**src/hw/vrt_pkg.sv**
```systemverilog
// vrt_pkg: register map, reset values, link framing and carriers for the
// regulator telemetry and configuration register bank.
// assumes one system clock domain; the link clock is sampled, not used as a clock.
package vrt_pkg;

    ////////////////////////////////////////////////////////////////////////////
    // register offsets
    localparam logic [7:0] REG_CAPABILITY = 8'h06;
    localparam logic [7:0] REG_STATUS_TWO = 8'h11;
    localparam logic [7:0] REG_OUT_CURRENT = 8'h15;
    localparam logic [7:0] REG_OUT_VOLTAGE = 8'h16;
    localparam logic [7:0] REG_TEMPERATURE = 8'h17;
    localparam logic [7:0] REG_OUT_POWER = 8'h18;
    localparam logic [7:0] REG_IN_VOLTAGE = 8'h1a;
    localparam logic [7:0] REG_IN_POWER = 8'h1b;
    localparam logic [7:0] REG_STATUS_TWO_COPY = 8'h1c;
    localparam logic [7:0] REG_MAX_CURRENT = 8'h21;
    localparam logic [7:0] REG_MAX_TEMP = 8'h22;
    localparam logic [7:0] REG_FAST_SLEW = 8'h24;
    localparam logic [7:0] REG_SLOW_SLEW = 8'h25;
    localparam logic [7:0] REG_BOOT_CODE = 8'h26;
    localparam logic [7:0] REG_SLOW_SELECT = 8'h2a;
    localparam logic [7:0] REG_DEEP_EXIT = 8'h2b;
    localparam logic [7:0] REG_THIRD_EXIT = 8'h2c;
    localparam logic [7:0] REG_EN_READY = 8'h2d;
    localparam logic [7:0] REG_IN_POWER_MAX = 8'h2e;
    localparam logic [7:0] REG_IN_POWER_ALERT = 8'h2f;
    localparam logic [7:0] REG_MAX_VCODE = 8'h30;
    localparam logic [7:0] REG_TARGET_VCODE = 8'h31;

    ////////////////////////////////////////////////////////////////////////////
    // reset values and fixed contents
    localparam logic [7:0] RST_OUT_CURRENT = 8'h01;
    localparam logic [7:0] RST_OUT_VOLTAGE = 8'h01;
    localparam logic [7:0] RST_TEMPERATURE = 8'h00;
    localparam logic [7:0] RST_OUT_POWER = 8'h01;
    localparam logic [7:0] RST_IN_VOLTAGE = 8'h00;
    localparam logic [7:0] RST_STATUS_COPY = 8'h00;
    localparam logic [7:0] RST_MAX_CURRENT = 8'h00;
    localparam logic [7:0] RST_MAX_TEMP = 8'h6a;
    localparam logic [7:0] RST_SLOW_SELECT = 8'h01;
    localparam logic [7:0] RST_MAX_VCODE = 8'hfb;
    localparam logic [7:0] VAL_DEEP_EXIT = 8'h8c;
    localparam logic [7:0] VAL_THIRD_EXIT = 8'h55;
    localparam logic [7:0] VAL_EN_READY = 8'hca;
    localparam logic [7:0] VAL_CAPABILITY = 8'hd7;
    localparam int CAP_CURRENT_FORMAT_BIT = 7;
    localparam logic [7:0] SLOW_SELECT_MIN = 8'h01;
    localparam logic [7:0] SLOW_SELECT_MAX = 8'h04;
    localparam logic [7:0] READ_ZERO = 8'h00;

    ////////////////////////////////////////////////////////////////////////////
    // conversion constants
    localparam int VOUT_MV_PER_STEP_LOG2 = 3;
    localparam logic [15:0] CURRENT_FULL_SCALE = 16'h00ff;
    localparam logic [31:0] VIN_MV_PER_V = 32'h0000_03e8;
    localparam logic [31:0] VIN_STEPS_PER_V = 32'h0000_0007;
    localparam logic [31:0] VIN_CODE_OFFSET = 32'h0000_0002;

    ////////////////////////////////////////////////////////////////////////////
    // link framing: start bit, command, address, payload, then ack and data
    localparam logic [3:0] CMD_SET_TARGET_FAST = 4'h1;
    localparam logic [3:0] CMD_SET_TARGET_SLOW = 4'h2;
    localparam logic [3:0] CMD_SET_POWER_STATE = 4'h3;
    localparam logic [3:0] CMD_GET_REG = 4'h5;
    localparam logic [3:0] CMD_SET_REG = 4'h6;
    localparam logic [1:0] ACK_OK = 2'h2;
    localparam logic [1:0] ACK_NOT_SUPPORTED = 2'h3;
    localparam logic [4:0] HDR_BITS = 5'h14;
    localparam logic [4:0] RESP_BITS = 5'h0a;

    typedef enum logic [1:0] {LINK_IDLE, LINK_HDR, LINK_RESP} vrt_phase_type;

    typedef struct packed {
        logic valid;
        logic [7:0] current_amps;
        logic [11:0] sense_pos_mv;
        logic [11:0] sense_neg_mv;
        logic [7:0] temp_c;
        logic [15:0] input_mv;
    } vrt_telemetry_type;

    typedef struct packed {
        logic clk_meta;
        logic clk_sync;
        logic clk_prev;
        logic dat_meta;
        logic dat_sync;
        vrt_phase_type phase;
        logic [4:0] bit_cnt;
        logic [19:0] hdr;
        logic [9:0] resp;
        logic dat_out;
        logic dat_oe;
        logic strap_done;
        logic [7:0] out_current;
        logic [7:0] out_voltage;
        logic [7:0] temperature;
        logic [7:0] out_power;
        logic [7:0] in_voltage;
        logic [7:0] status_copy;
        logic [7:0] max_current;
        logic [7:0] max_temp;
        logic [7:0] slow_select;
        logic [7:0] slow_rate;
        logic [7:0] max_vcode;
        logic [7:0] boot_code;
        logic [7:0] target_code;
        logic target_slow;
        logic target_update;
        logic alert_n;
    } vrt_state_type;

endpackage : vrt_pkg

```
**src/hw/vrt_regs.sv**
```systemverilog
// vrt_regs: telemetry and configuration register bank behind the serial
// voltage-code link, with the link slave that reads and writes it.
// assumes telemetry, status and straps come from logic on i_clk; link pins are
// asynchronous and resynchronised; the wire level is resolved outside.
//
// What this block does
// - output current reads ff when current equals the latched maximum current
// - output voltage is differential sense reading at 8 mV per step
// - temperature reads in whole degrees Celsius; zero means not measured
// - output power is the upper byte of output voltage reading times output current reading
// - input voltage code is seven steps per volt plus two
// - reading status two copies the value read into the last-read copy
// - peak current pin is latched once after each reset release, then read-only
// - writable temperature limit, default 106 C, drives the overtemperature alert
// - fast slew rate is read-only, 10 or 30 mV/us
// - slow slew rate is fast rate divided by 2, 4, 8 or 16
// - target starts at strapped boot code until a new set-target command
// - deepest-state exit latency reads a fixed microsecond value
// - third-state exit latency reads a fixed microsecond value
// - enable-to-ready latency reads a fixed value
// - codes above the programmed maximum get a not-supported acknowledge
// - current target code is a read-write register
// - capability bit 7 set: current full scale equals maximum current
module vrt_regs
    import vrt_pkg::*;
#(
    parameter int FAST_SLEW_MV_US = 10
) (
    input wire logic i_clk,
    input wire logic i_arst_n,
    input wire logic i_link_clk,
    input wire logic i_link_data,
    output logic o_link_data,
    output logic o_link_data_oe,
    input wire vrt_telemetry_type i_telemetry,
    input wire logic [7:0] i_status_two,
    input wire logic [7:0] i_peak_current_program_pin,
    input wire logic [7:0] i_boot_code_strap,
    output logic [7:0] o_target_code,
    output logic o_target_slow,
    output logic o_target_update,
    output logic [7:0] o_slow_slew_rate,
    output logic o_overtemperature_alert_out_n
);

    ////////////////////////////////////////////////////////////////////////////
    // elaboration checks
    if (!(FAST_SLEW_MV_US == 10 || FAST_SLEW_MV_US == 30)) begin : g_bad_slew
        $error("fast slew rate must be 10 or 30");
    end

    localparam logic [7:0] FAST_RATE = 8'(FAST_SLEW_MV_US);

    vrt_state_type st_reg;
    vrt_state_type st_next;
    logic link_rise;
    logic exec_now;
    logic [19:0] frame;

    ////////////////////////////////////////////////////////////////////////////
    // register read decode: {hit, data}
    function automatic logic [8:0] read_reg(input logic [7:0] addr,
                                            input vrt_state_type s,
                                            input logic [7:0] status_two);
        logic [8:0] r;
        r = {1'b1, READ_ZERO};
        case (addr)
            REG_CAPABILITY: r[7:0] = VAL_CAPABILITY | (8'h01 << CAP_CURRENT_FORMAT_BIT);
            REG_STATUS_TWO: r[7:0] = status_two;
            REG_OUT_CURRENT: r[7:0] = s.out_current;
            REG_OUT_VOLTAGE: r[7:0] = s.out_voltage;
            REG_TEMPERATURE: r[7:0] = s.temperature;
            REG_OUT_POWER: r[7:0] = s.out_power;
            REG_IN_VOLTAGE: r[7:0] = s.in_voltage;
            REG_IN_POWER: r[7:0] = READ_ZERO;
            REG_STATUS_TWO_COPY: r[7:0] = s.status_copy;
            REG_MAX_CURRENT: r[7:0] = s.max_current;
            REG_MAX_TEMP: r[7:0] = s.max_temp;
            REG_FAST_SLEW: r[7:0] = FAST_RATE;
            REG_SLOW_SLEW: r[7:0] = s.slow_rate;
            REG_BOOT_CODE: r[7:0] = s.boot_code;
            REG_SLOW_SELECT: r[7:0] = s.slow_select;
            REG_DEEP_EXIT: r[7:0] = VAL_DEEP_EXIT;
            REG_THIRD_EXIT: r[7:0] = VAL_THIRD_EXIT;
            REG_EN_READY: r[7:0] = VAL_EN_READY;
            REG_IN_POWER_MAX: r[7:0] = READ_ZERO;
            REG_IN_POWER_ALERT: r[7:0] = READ_ZERO;
            REG_MAX_VCODE: r[7:0] = s.max_vcode;
            REG_TARGET_VCODE: r[7:0] = s.target_code;
            default: r = {1'b0, READ_ZERO};
        endcase
        return r;
    endfunction : read_reg

    ////////////////////////////////////////////////////////////////////////////
    // next-state logic
    always_comb begin
        logic [11:0] vdiff;
        logic [15:0] cur_scaled;
        logic [15:0] power_prod;
        logic [31:0] vin_calc;
        logic [8:0] rd;
        logic [1:0] ack;
        logic [3:0] cmd;
        logic [7:0] addr;
        logic [7:0] pay;
        vdiff = 12'h000;
        cur_scaled = 16'h0000;
        power_prod = 16'h0000;
        vin_calc = 32'h0000_0000;
        rd = 9'h000;
        ack = ACK_OK;
        cmd = frame[19:16];
        addr = frame[15:8];
        pay = frame[7:0];

        st_next = st_reg;
        st_next.target_update = 1'b0;
        st_next.clk_meta = i_link_clk;
        st_next.clk_sync = st_reg.clk_meta;
        st_next.clk_prev = st_reg.clk_sync;
        st_next.dat_meta = i_link_data;
        st_next.dat_sync = st_reg.dat_meta;

        // straps are caught on the first edge after reset release
        if (!st_reg.strap_done) begin
            st_next.strap_done = 1'b1;
            st_next.max_current = i_peak_current_program_pin;
            st_next.boot_code = i_boot_code_strap;
            st_next.target_code = i_boot_code_strap;
            st_next.target_slow = 1'b0;
            st_next.target_update = 1'b1;
        end

        // telemetry conversion, only once the current limit is known
        if (st_reg.strap_done && i_telemetry.valid) begin
            if (st_reg.max_current == 8'h00) begin
                cur_scaled = CURRENT_FULL_SCALE;
            end else begin
                cur_scaled = (16'(i_telemetry.current_amps) * CURRENT_FULL_SCALE)
                    / {8'h00, st_reg.max_current};
            end
            st_next.out_current = (cur_scaled > CURRENT_FULL_SCALE) ? 8'hff : cur_scaled[7:0];
            if (i_telemetry.sense_pos_mv > i_telemetry.sense_neg_mv) begin
                vdiff = i_telemetry.sense_pos_mv - i_telemetry.sense_neg_mv;
            end
            // saturate: differences past 2 V do not fit eight bits
            st_next.out_voltage = vdiff[11] ? 8'hff : vdiff[10:VOUT_MV_PER_STEP_LOG2];
            st_next.temperature = i_telemetry.temp_c;
            // keep the upper byte so the product stays in eight bits
            power_prod = 16'(st_next.out_voltage) * 16'(st_next.out_current);
            st_next.out_power = power_prod[15:8];
            vin_calc = (32'(i_telemetry.input_mv) * VIN_STEPS_PER_V) / VIN_MV_PER_V
                + VIN_CODE_OFFSET;
            st_next.in_voltage = (vin_calc > 32'h0000_00ff) ? 8'hff : vin_calc[7:0];
        end

        // a zero temperature means no sensor, so it never raises the alert
        st_next.alert_n = !((st_reg.temperature != 8'h00)
            && (st_reg.temperature >= st_reg.max_temp));

        // serial link slave
        case (st_reg.phase)
            LINK_IDLE: begin
                if (link_rise && !st_reg.dat_sync) begin
                    st_next.phase = LINK_HDR;
                    st_next.bit_cnt = 5'h00;
                end
            end
            LINK_HDR: begin
                if (link_rise) begin
                    st_next.hdr = frame;
                    st_next.bit_cnt = st_reg.bit_cnt + 5'h01;
                    if (exec_now) begin
                        rd = {1'b1, READ_ZERO};
                        case (cmd)
                            CMD_SET_TARGET_FAST, CMD_SET_TARGET_SLOW: begin
                                if (pay > st_reg.max_vcode) begin
                                    ack = ACK_NOT_SUPPORTED;
                                end else begin
                                    st_next.target_code = pay;
                                    st_next.target_slow = (cmd == CMD_SET_TARGET_SLOW);
                                    st_next.target_update = 1'b1;
                                end
                            end
                            CMD_SET_POWER_STATE: ack = ACK_OK;
                            CMD_GET_REG: begin
                                rd = read_reg(addr, st_reg, i_status_two);
                                if (addr == REG_STATUS_TWO) begin
                                    st_next.status_copy = i_status_two;
                                end
                            end
                            CMD_SET_REG: begin
                                case (addr)
                                    REG_MAX_TEMP: st_next.max_temp = pay;
                                    REG_SLOW_SELECT: begin
                                        if (pay >= SLOW_SELECT_MIN && pay <= SLOW_SELECT_MAX) begin
                                            st_next.slow_select = pay;
                                        end else begin
                                            ack = ACK_NOT_SUPPORTED;
                                        end
                                    end
                                    REG_MAX_VCODE: st_next.max_vcode = pay;
                                    REG_TARGET_VCODE: begin
                                        if (pay > st_reg.max_vcode) begin
                                            ack = ACK_NOT_SUPPORTED;
                                        end else begin
                                            st_next.target_code = pay;
                                            st_next.target_update = 1'b1;
                                        end
                                    end
                                    default: begin
                                        // read-only targets keep their contents
                                        rd = read_reg(addr, st_reg, i_status_two);
                                        rd[7:0] = READ_ZERO;
                                    end
                                endcase
                            end
                            default: rd = {1'b0, READ_ZERO};
                        endcase
                        if (!rd[8]) begin
                            ack = ACK_NOT_SUPPORTED;
                        end
                        st_next.phase = LINK_RESP;
                        st_next.bit_cnt = 5'h00;
                        st_next.dat_oe = 1'b1;
                        st_next.dat_out = ack[1];
                        st_next.resp = {ack[0], rd[7:0], 1'b0};
                    end
                end
            end
            LINK_RESP: begin
                if (link_rise) begin
                    if (st_reg.bit_cnt == RESP_BITS - 5'h01) begin
                        st_next.phase = LINK_IDLE;
                        st_next.dat_oe = 1'b0;
                        st_next.dat_out = 1'b1;
                    end else begin
                        st_next.dat_out = st_reg.resp[9];
                        st_next.resp = {st_reg.resp[8:0], 1'b0};
                        st_next.bit_cnt = st_reg.bit_cnt + 5'h01;
                    end
                end
            end
            default: begin
                st_next.phase = LINK_IDLE;
                st_next.dat_oe = 1'b0;
            end
        endcase

        st_next.slow_rate = FAST_RATE >> st_next.slow_select[2:0];
    end

    assign link_rise = st_reg.clk_sync & ~st_reg.clk_prev;
    assign frame = {st_reg.hdr[18:0], st_reg.dat_sync};
    assign exec_now = (st_reg.phase == LINK_HDR) && link_rise
        && (st_reg.bit_cnt == HDR_BITS - 5'h01);

    ////////////////////////////////////////////////////////////////////////////
    // state register
    always_ff @(posedge i_clk or negedge i_arst_n) begin
        if (!i_arst_n) begin
            st_reg <= '0;
            st_reg.phase <= LINK_IDLE;
            st_reg.dat_out <= 1'b1;
            st_reg.out_current <= RST_OUT_CURRENT;
            st_reg.out_voltage <= RST_OUT_VOLTAGE;
            st_reg.temperature <= RST_TEMPERATURE;
            st_reg.out_power <= RST_OUT_POWER;
            st_reg.in_voltage <= RST_IN_VOLTAGE;
            st_reg.status_copy <= RST_STATUS_COPY;
            st_reg.max_current <= RST_MAX_CURRENT;
            st_reg.max_temp <= RST_MAX_TEMP;
            st_reg.slow_select <= RST_SLOW_SELECT;
            st_reg.slow_rate <= FAST_RATE >> RST_SLOW_SELECT[2:0];
            st_reg.max_vcode <= RST_MAX_VCODE;
            st_reg.alert_n <= 1'b1;
        end else begin
            st_reg <= st_next;
        end
    end

    assign o_link_data = st_reg.dat_out;
    assign o_link_data_oe = st_reg.dat_oe;
    assign o_target_code = st_reg.target_code;
    assign o_target_slow = st_reg.target_slow;
    assign o_target_update = st_reg.target_update;
    assign o_slow_slew_rate = st_reg.slow_rate;
    assign o_overtemperature_alert_out_n = st_reg.alert_n;
endmodule : vrt_regs

```
**config.mk**
```make
export PLATFORM = sky130hd
export DESIGN_NAME = vrt_regs
export DESIGN_NICKNAME = d
export VERILOG_FILES = /design/src/hw/vrt_pkg.sv /design/src/hw/vrt_regs.sv
export SDC_FILE = /design/constraint.sdc
export NUM_CORES = 1
export LEC_CHECK = 0
export ABC_AREA = 1
export BUFFER_PORTS_ARGS = -buffer_cell sky130_fd_sc_hd__buf_4
export CORE_ASPECT_RATIO = 1.75
export CORE_MARGIN = 2
export CORE_UTILIZATION = 35
export DETAILED_ROUTE_END_ITERATION = 12
export PLACE_DENSITY = 0.55
export SETUP_SLACK_MARGIN = 0.02
export SYNTH_ARGS = -nofsm -noshare
export SYNTH_HDL_FRONTEND = slang
export SYNTH_SLANG_ARGS = --single-unit
```
**constraint.sdc**
```tcl
create_clock -name i_clk -period 55.1 [get_ports i_clk]
set_input_delay 11.02 -clock i_clk [delete_from_list [all_inputs] [get_ports i_clk]]
set_output_delay 11.02 -clock i_clk [all_outputs]
set_load 0.05 [all_outputs]
```
### After elaboration in Yosys (flattened, before gate mapping)

Index checks and enable logic that the tools add are counted.

| cells by class | value |
|---|---|
| $add $sub $neg | 3 |
| multiply operators | 3 |
| div/mod/pow operators | 2 |
| order comparisons | 7 |
| equal/unequal tests | 37 |
| shifts and indexed selects | 1 |
| multiplexer cells | 53 |
| bitwise operators | 3 |
| reduce and logical (&&, ||, !) cells | 28 |

Operators with widths:

| kind | number |
|---|---|
| $pmux W8 S19 | 1 |
| $eq A8 B6 Y1 const B | 13 |
| $eq A8 B5 Y1 const B | 8 |
| $mux W10 | 6 |
| $mux W12 | 4 |
| $mux W8 | 5 |
| $mux W39 | 1 |
| $mux W9 | 4 |
| $reduce_and A5 Y1 | 7 |
| $add A32 B2 Y32 const B | 1 |
| $div A19 B10 Y32 const B | 1 |
| $gt A32 B8 Y1 const B | 1 |
| $mux W16 | 2 |
| $pmux W9 S3 | 1 |
| $pmux W11 S2 | 1 |
| $reduce_or A22 Y1 | 1 |
| $mux W7 | 3 |
| $mul A16 B3 Y19 const B | 1 |
| $mux W3 | 6 |
| $reduce_or A18 Y1 | 1 |
| $div A16 B8 Y16 | 1 |
| $gt A16 B8 Y1 const B | 1 |
| $mul A8 B8 Y16 | 1 |
| $mul A8 B8 Y16 const B | 1 |
| 41 further kinds | 65 |

| storage, ports and cells | value |
|---|---|
| bits in registers | 152 |
| bits of input ports | 85 |
| logic and storage cells | 166 |

### Depth between registers and ports, before layout

| logic depth | value |
|---|---|
| depth after elaboration | 12 |
| depth in mapped cells | 253 |
| gate-level depth less buffers | 243 |

### Least setup slack after synthesis

No wires, ideal clock.

| path | value |
|---|---|
| path type | input to register |
| start | input i_telemetry[54] (netlist name) |
| end | register st_reg[79] (netlist name) |
| setup time | 0.130 ns |
| data arrival time | 45.429 ns |
| required time | 54.970 ns |
| slack | 9.541 ns |
| cell stages on the path | 237 |
| path buffers | 10 |
| cell sequence | inv_1 > fa_1 > fa_1 > fa_1 > fa_1 > inv_1 > ha_1 > nand2_1 > nor3_1 > nand3_1 > nand3_1 > nand2_1 > nand2_1 > inv_1 > ha_1 > o21ai_1 > nand3_1 > o21ai_0 > [... 201 more ...] > nand2_1 > nor2_1 > nand2_1 > inv_1 > nor2_1 > fa_1 > fa_1 > inv_1 > fa_1 > inv_1 > ha_1 > a21oi_1 > o21ai_0 > a21oi_1 > o21ai_0 > or2_1 > nand3_1 > o21ai_0 |

| on the way | value |
|---|---|
| longest elaborated chain between the ends | 7 |

Ends and longest elaborated chain:

| what | RTL line | RTL |
|---|---|---|
| from (decl) | vrt_regs.sv:35 | `input wire vrt_telemetry_type i_telemetry,` |
| $mul A8 B8 Y16 (*) | vrt_regs.sv:140 | `cur_scaled = (16'(i_telemetry.current_amps) * CURRENT_FULL_SCALE)` |
| $div A16 B8 Y16 (*) | vrt_regs.sv:141 | `/ {8'h00, st_reg.max_current};` |
| $mux W16 (*) | vrt_regs.sv:137 | `if (st_reg.max_current == 8'h00) begin` |
| $mux W16 (*) | vrt_regs.sv:136 | `if (st_reg.strap_done && i_telemetry.valid) begin` |
| $gt A16 B8 Y1 | vrt_regs.sv:143 | `st_next.out_current = (cur_scaled > CURRENT_FULL_SCALE) ? 8'hff : cur_scaled[7:0];` |
| $mux W8 (*) | vrt_regs.sv:143 |  |
| $mul A8 B8 Y16 (*) | vrt_regs.sv:151 | `power_prod = 16'(st_next.out_voltage) * 16'(st_next.out_current);` |
| to (signal assigned) | vrt_regs.sv:279 | `st_reg <= st_next;` |
| to (decl) | vrt_regs.sv:54 | `vrt_state_type st_reg;` |

Mark *: on every way between the ends. The rest lies on a longest branch, timed or not. The select of a mux whose other input is x is not followed.
A chain may end at the register's enable or synchronous reset.

### Worst setup path in the final report

| path | value |
|---|---|
| start | input i_telemetry[49] (netlist name) |
| end | register st_reg[77] (netlist name) |

Same word-level chain as after synthesis.

==> results_dict.tcl <==
set metrics [dict create \
    overall_routing_resource_usage 0.2028 \
    timing.clock.skew_ns 0.009806 \
    die_width_um 184.8 \
    number_of_flip_flops_in_the_largest_register 106 \
    num_antenna_cells 0 \
    yosysSeqAreaShare 0.1838 \
    route.vias.total 18820 \
    post-cts-setup-buffers 0 \
    drt_iter0_markers 833 \
    number_of_iterations_in_the_first_detailed_routing_pass 5 \
    core_mm2 0.05689 \
    synthMostInstantiatedCell "sky130_fd_sc_hd__nand2_1" \
    grt_start_max_net_pins 79 \
    setup_repair_after_global_routing_missed_its_margin "false" \
    timing.critical_path.from_type "input port" \
    floorplan.die.height_um 320.3 \
    synth-warning-count 0 \
    prevailing_post_synth_register_cell "sky130_fd_sc_hd__dfrtp_1" \
    post_cts_resized 0 \
    tritoncts.num_buffers 17 \
    achievable-frequency_ghz 0.02057 \
    cts_root_buffer "sky130_fd_sc_hd__clkbuf_16" \
    antenna_found_initial 0 \
    setup_total_negative_slack_ns 0 \
    cts_buffer_depth 2 \
    gp_congestion 0.9451 \
    final.period_utilization 0.8821 \
    cap_violations 0 \
    outcome "completed" \
    drt_total_wl_um 58730 \
    post-synth-top-area-fraction 0.1588 \
    cts_tree "yes" \
    ys_ff_latch 146 \
    synth_area_leaders "sky130_fd_sc_hd__dfrtp_1, sky130_fd_sc_hd__ha_1, sky130_fd_sc_hd__nand2_1" \
    fin_nets 3421 \
    timing.setup.critical_path_class "input port to register" \
    syn_area_per_cell_um2 6.799 \
    netlist_instances 2943 \
    cts.reportedPaths.clkPinSlew_ns 0.06 \
    report.final.slew_viol_count 0 \
    mappedNetlistArea_mm2 0.02001 \
    detail-route-antenna-nets 0 \
    worst_slew_pin_slew_ns 0.9236 \
    hpwl_um 49030 \
    critical_path.max_stage_delay_ns 0.54 \
    initial_utilization 0.3517 \
    period_minus_slack_ns 48.61 \
    grt-ovfl-total 0 \
    worst_setup_path_end_kind "register" \
    worst-endpoint-required_ns 55.43 \
    cts_htree_levels 4 \
    floorplan.die_area_mm2 0.05918 \
    placement.io_buffers 101 \
    yosys-top-cells-count "sky130_fd_sc_hd__nand2_1, sky130_fd_sc_hd__inv_1, sky130_fd_sc_hd__ha_1, sky130_fd_sc_hd__o21ai_0, sky130_fd_sc_hd__nor2_1" \
    drcViolationCount 0 \
    max-slew-margin-rel 0.3796 \
    worst_endpoint_data_arrival_time_ns 48.94 \
    report.final.hold_viol_count 0 \
    floorplan.io_pins 106 \
    hold_buffers 0 \
    synth.distinct_cells 74 \
    placement_rows 116 \
    insertion_delay_ns 0.45 \
    setup-violations-final 0 \
    post_drt_wl_per_cell_um 15.41 \
    crit_top_cell "sky130_fd_sc_hd__nand2_1" \
    clkSinkCount 146 \
    wire_length_of_the_first_global_routing_pass_um 94670 \
    vias_in_the_first_global_route 18980 \
    routed_via_density 4.939 \
    timing.critical_path.fanout_max 17 \
    slowest_stage "sky130_fd_sc_hd__fa_1" \
    synth-edff-count 0 \
    async_reset_ff_frac 1.000 \
    syn2layout_area_growth_pct 10.92 \
    hp-class "register to register" \
    post-synth-top-area-cell "sky130_fd_sc_hd__dfrtp_1" \
    drive_gt1_frac 0.09921 \
]
-- through the flow --
step / area [um^2] / cells / util / setup WS (ns) / hold slack [ns]
6_report: 22200 / 3811 / 0.3901 / 6.494 / 0.3497
5_1_grt: 22200 / 3811 / 0.3901 / 2.019 / 0.3663
4_1_cts: 22200 / 3811 / 0.3901 / 6.545 / 0.3528
3_5_place_dp: 21610 / 3779 / 0.3798 / 6.250 / 0.3373
3_3_place_gp: 21610 / 3779 / 0.3798 / 7.011 / 0.3369
2_1_floorplan: 20020 / 2946 / - / 9.541 / 0.3312
-- area by class of cell --
cell class | instances | area (um^2)
fill | 6271 | 34700
clock buffer | 20 | 466.7
timing repair buffer | 118 | 889.6
clock inverter | 12 | 121.4
tap | 767 | 959.7
sequential | 146 | 3677
inverter | 580 | 2197
multi-input combinational | 2168 | 13880
-- routing by layer --
metal,track usage,share of wire
met3,0.01828,0.022
met2,0.4158,0.57
met4,0.08818,0.043
met5,0,0
met1,0.2003,0.37
-- logic make-up after synthesis --
group / synth area share
compound gates: 0.1512
xor+xnor: 0.04227
fa+ha+maj: 0.2207
buf+inv: 0.1231
flops: 0.1838
mux: 0.002251
other cells: 0.0003753
simple gates: 0.2764
-- placed cells by master (no fill, tap or decap), types with 32 or more instances in the layout --
master and n:
sky130_fd_sc_hd__xnor2_1 38, sky130_fd_sc_hd__inv_1 545, sky130_fd_sc_hd__o21ai_0 218, sky130_fd_sc_hd__nand4_1 36
sky130_fd_sc_hd__dfrtp_1 127, sky130_fd_sc_hd__ha_1 225, sky130_fd_sc_hd__buf_4 117, sky130_fd_sc_hd__nand2_1 718
sky130_fd_sc_hd__nand3_1 162, sky130_fd_sc_hd__nor2_1 189, sky130_fd_sc_hd__a21oi_1 85, sky130_fd_sc_hd__fa_1 80
sky130_fd_sc_hd__nor3_1 35, sky130_fd_sc_hd__xor2_1 56, sky130_fd_sc_hd__a21o_1 32
-- critical path: cells and delay by family --
family,cells,cell delay [ns]
AOI/OAI and AO/OA,90,14.81
adders and majority gates,25,8.80
buffers and inverters,38,4.61
and+or+nand+nor,80,9.68
-- path summary, 6_finish.rpt --
path / start / end / slack (ns) / cells after the start
max: i_telemetry[49] / st_reg[77]$_DFFE_PN0P_ / 6.49 / 233
min: st_next[150]$_DFF_PN0_ / st_next[149]$_DFF_PN0_ / 0.35 / 0
max reg2reg: st_reg[58]$_DFFE_PN0N_ / st_reg[77]$_DFFE_PN0P_ / 19.23 / 224
min reg2reg: st_next[150]$_DFF_PN0_ / st_next[149]$_DFF_PN0_ / 0.35 / 0
max in group asynchronous: i_arst_n / st_reg[102]$_DFFE_PN0P_ / 43.03 / 2
min in group asynchronous: i_arst_n / o_target_update$_DFF_PN0_ / 10.60 / 1
Power is not shown: default switching activity piles up to over one toggle a cycle in this logic, so the estimate is an artifact.
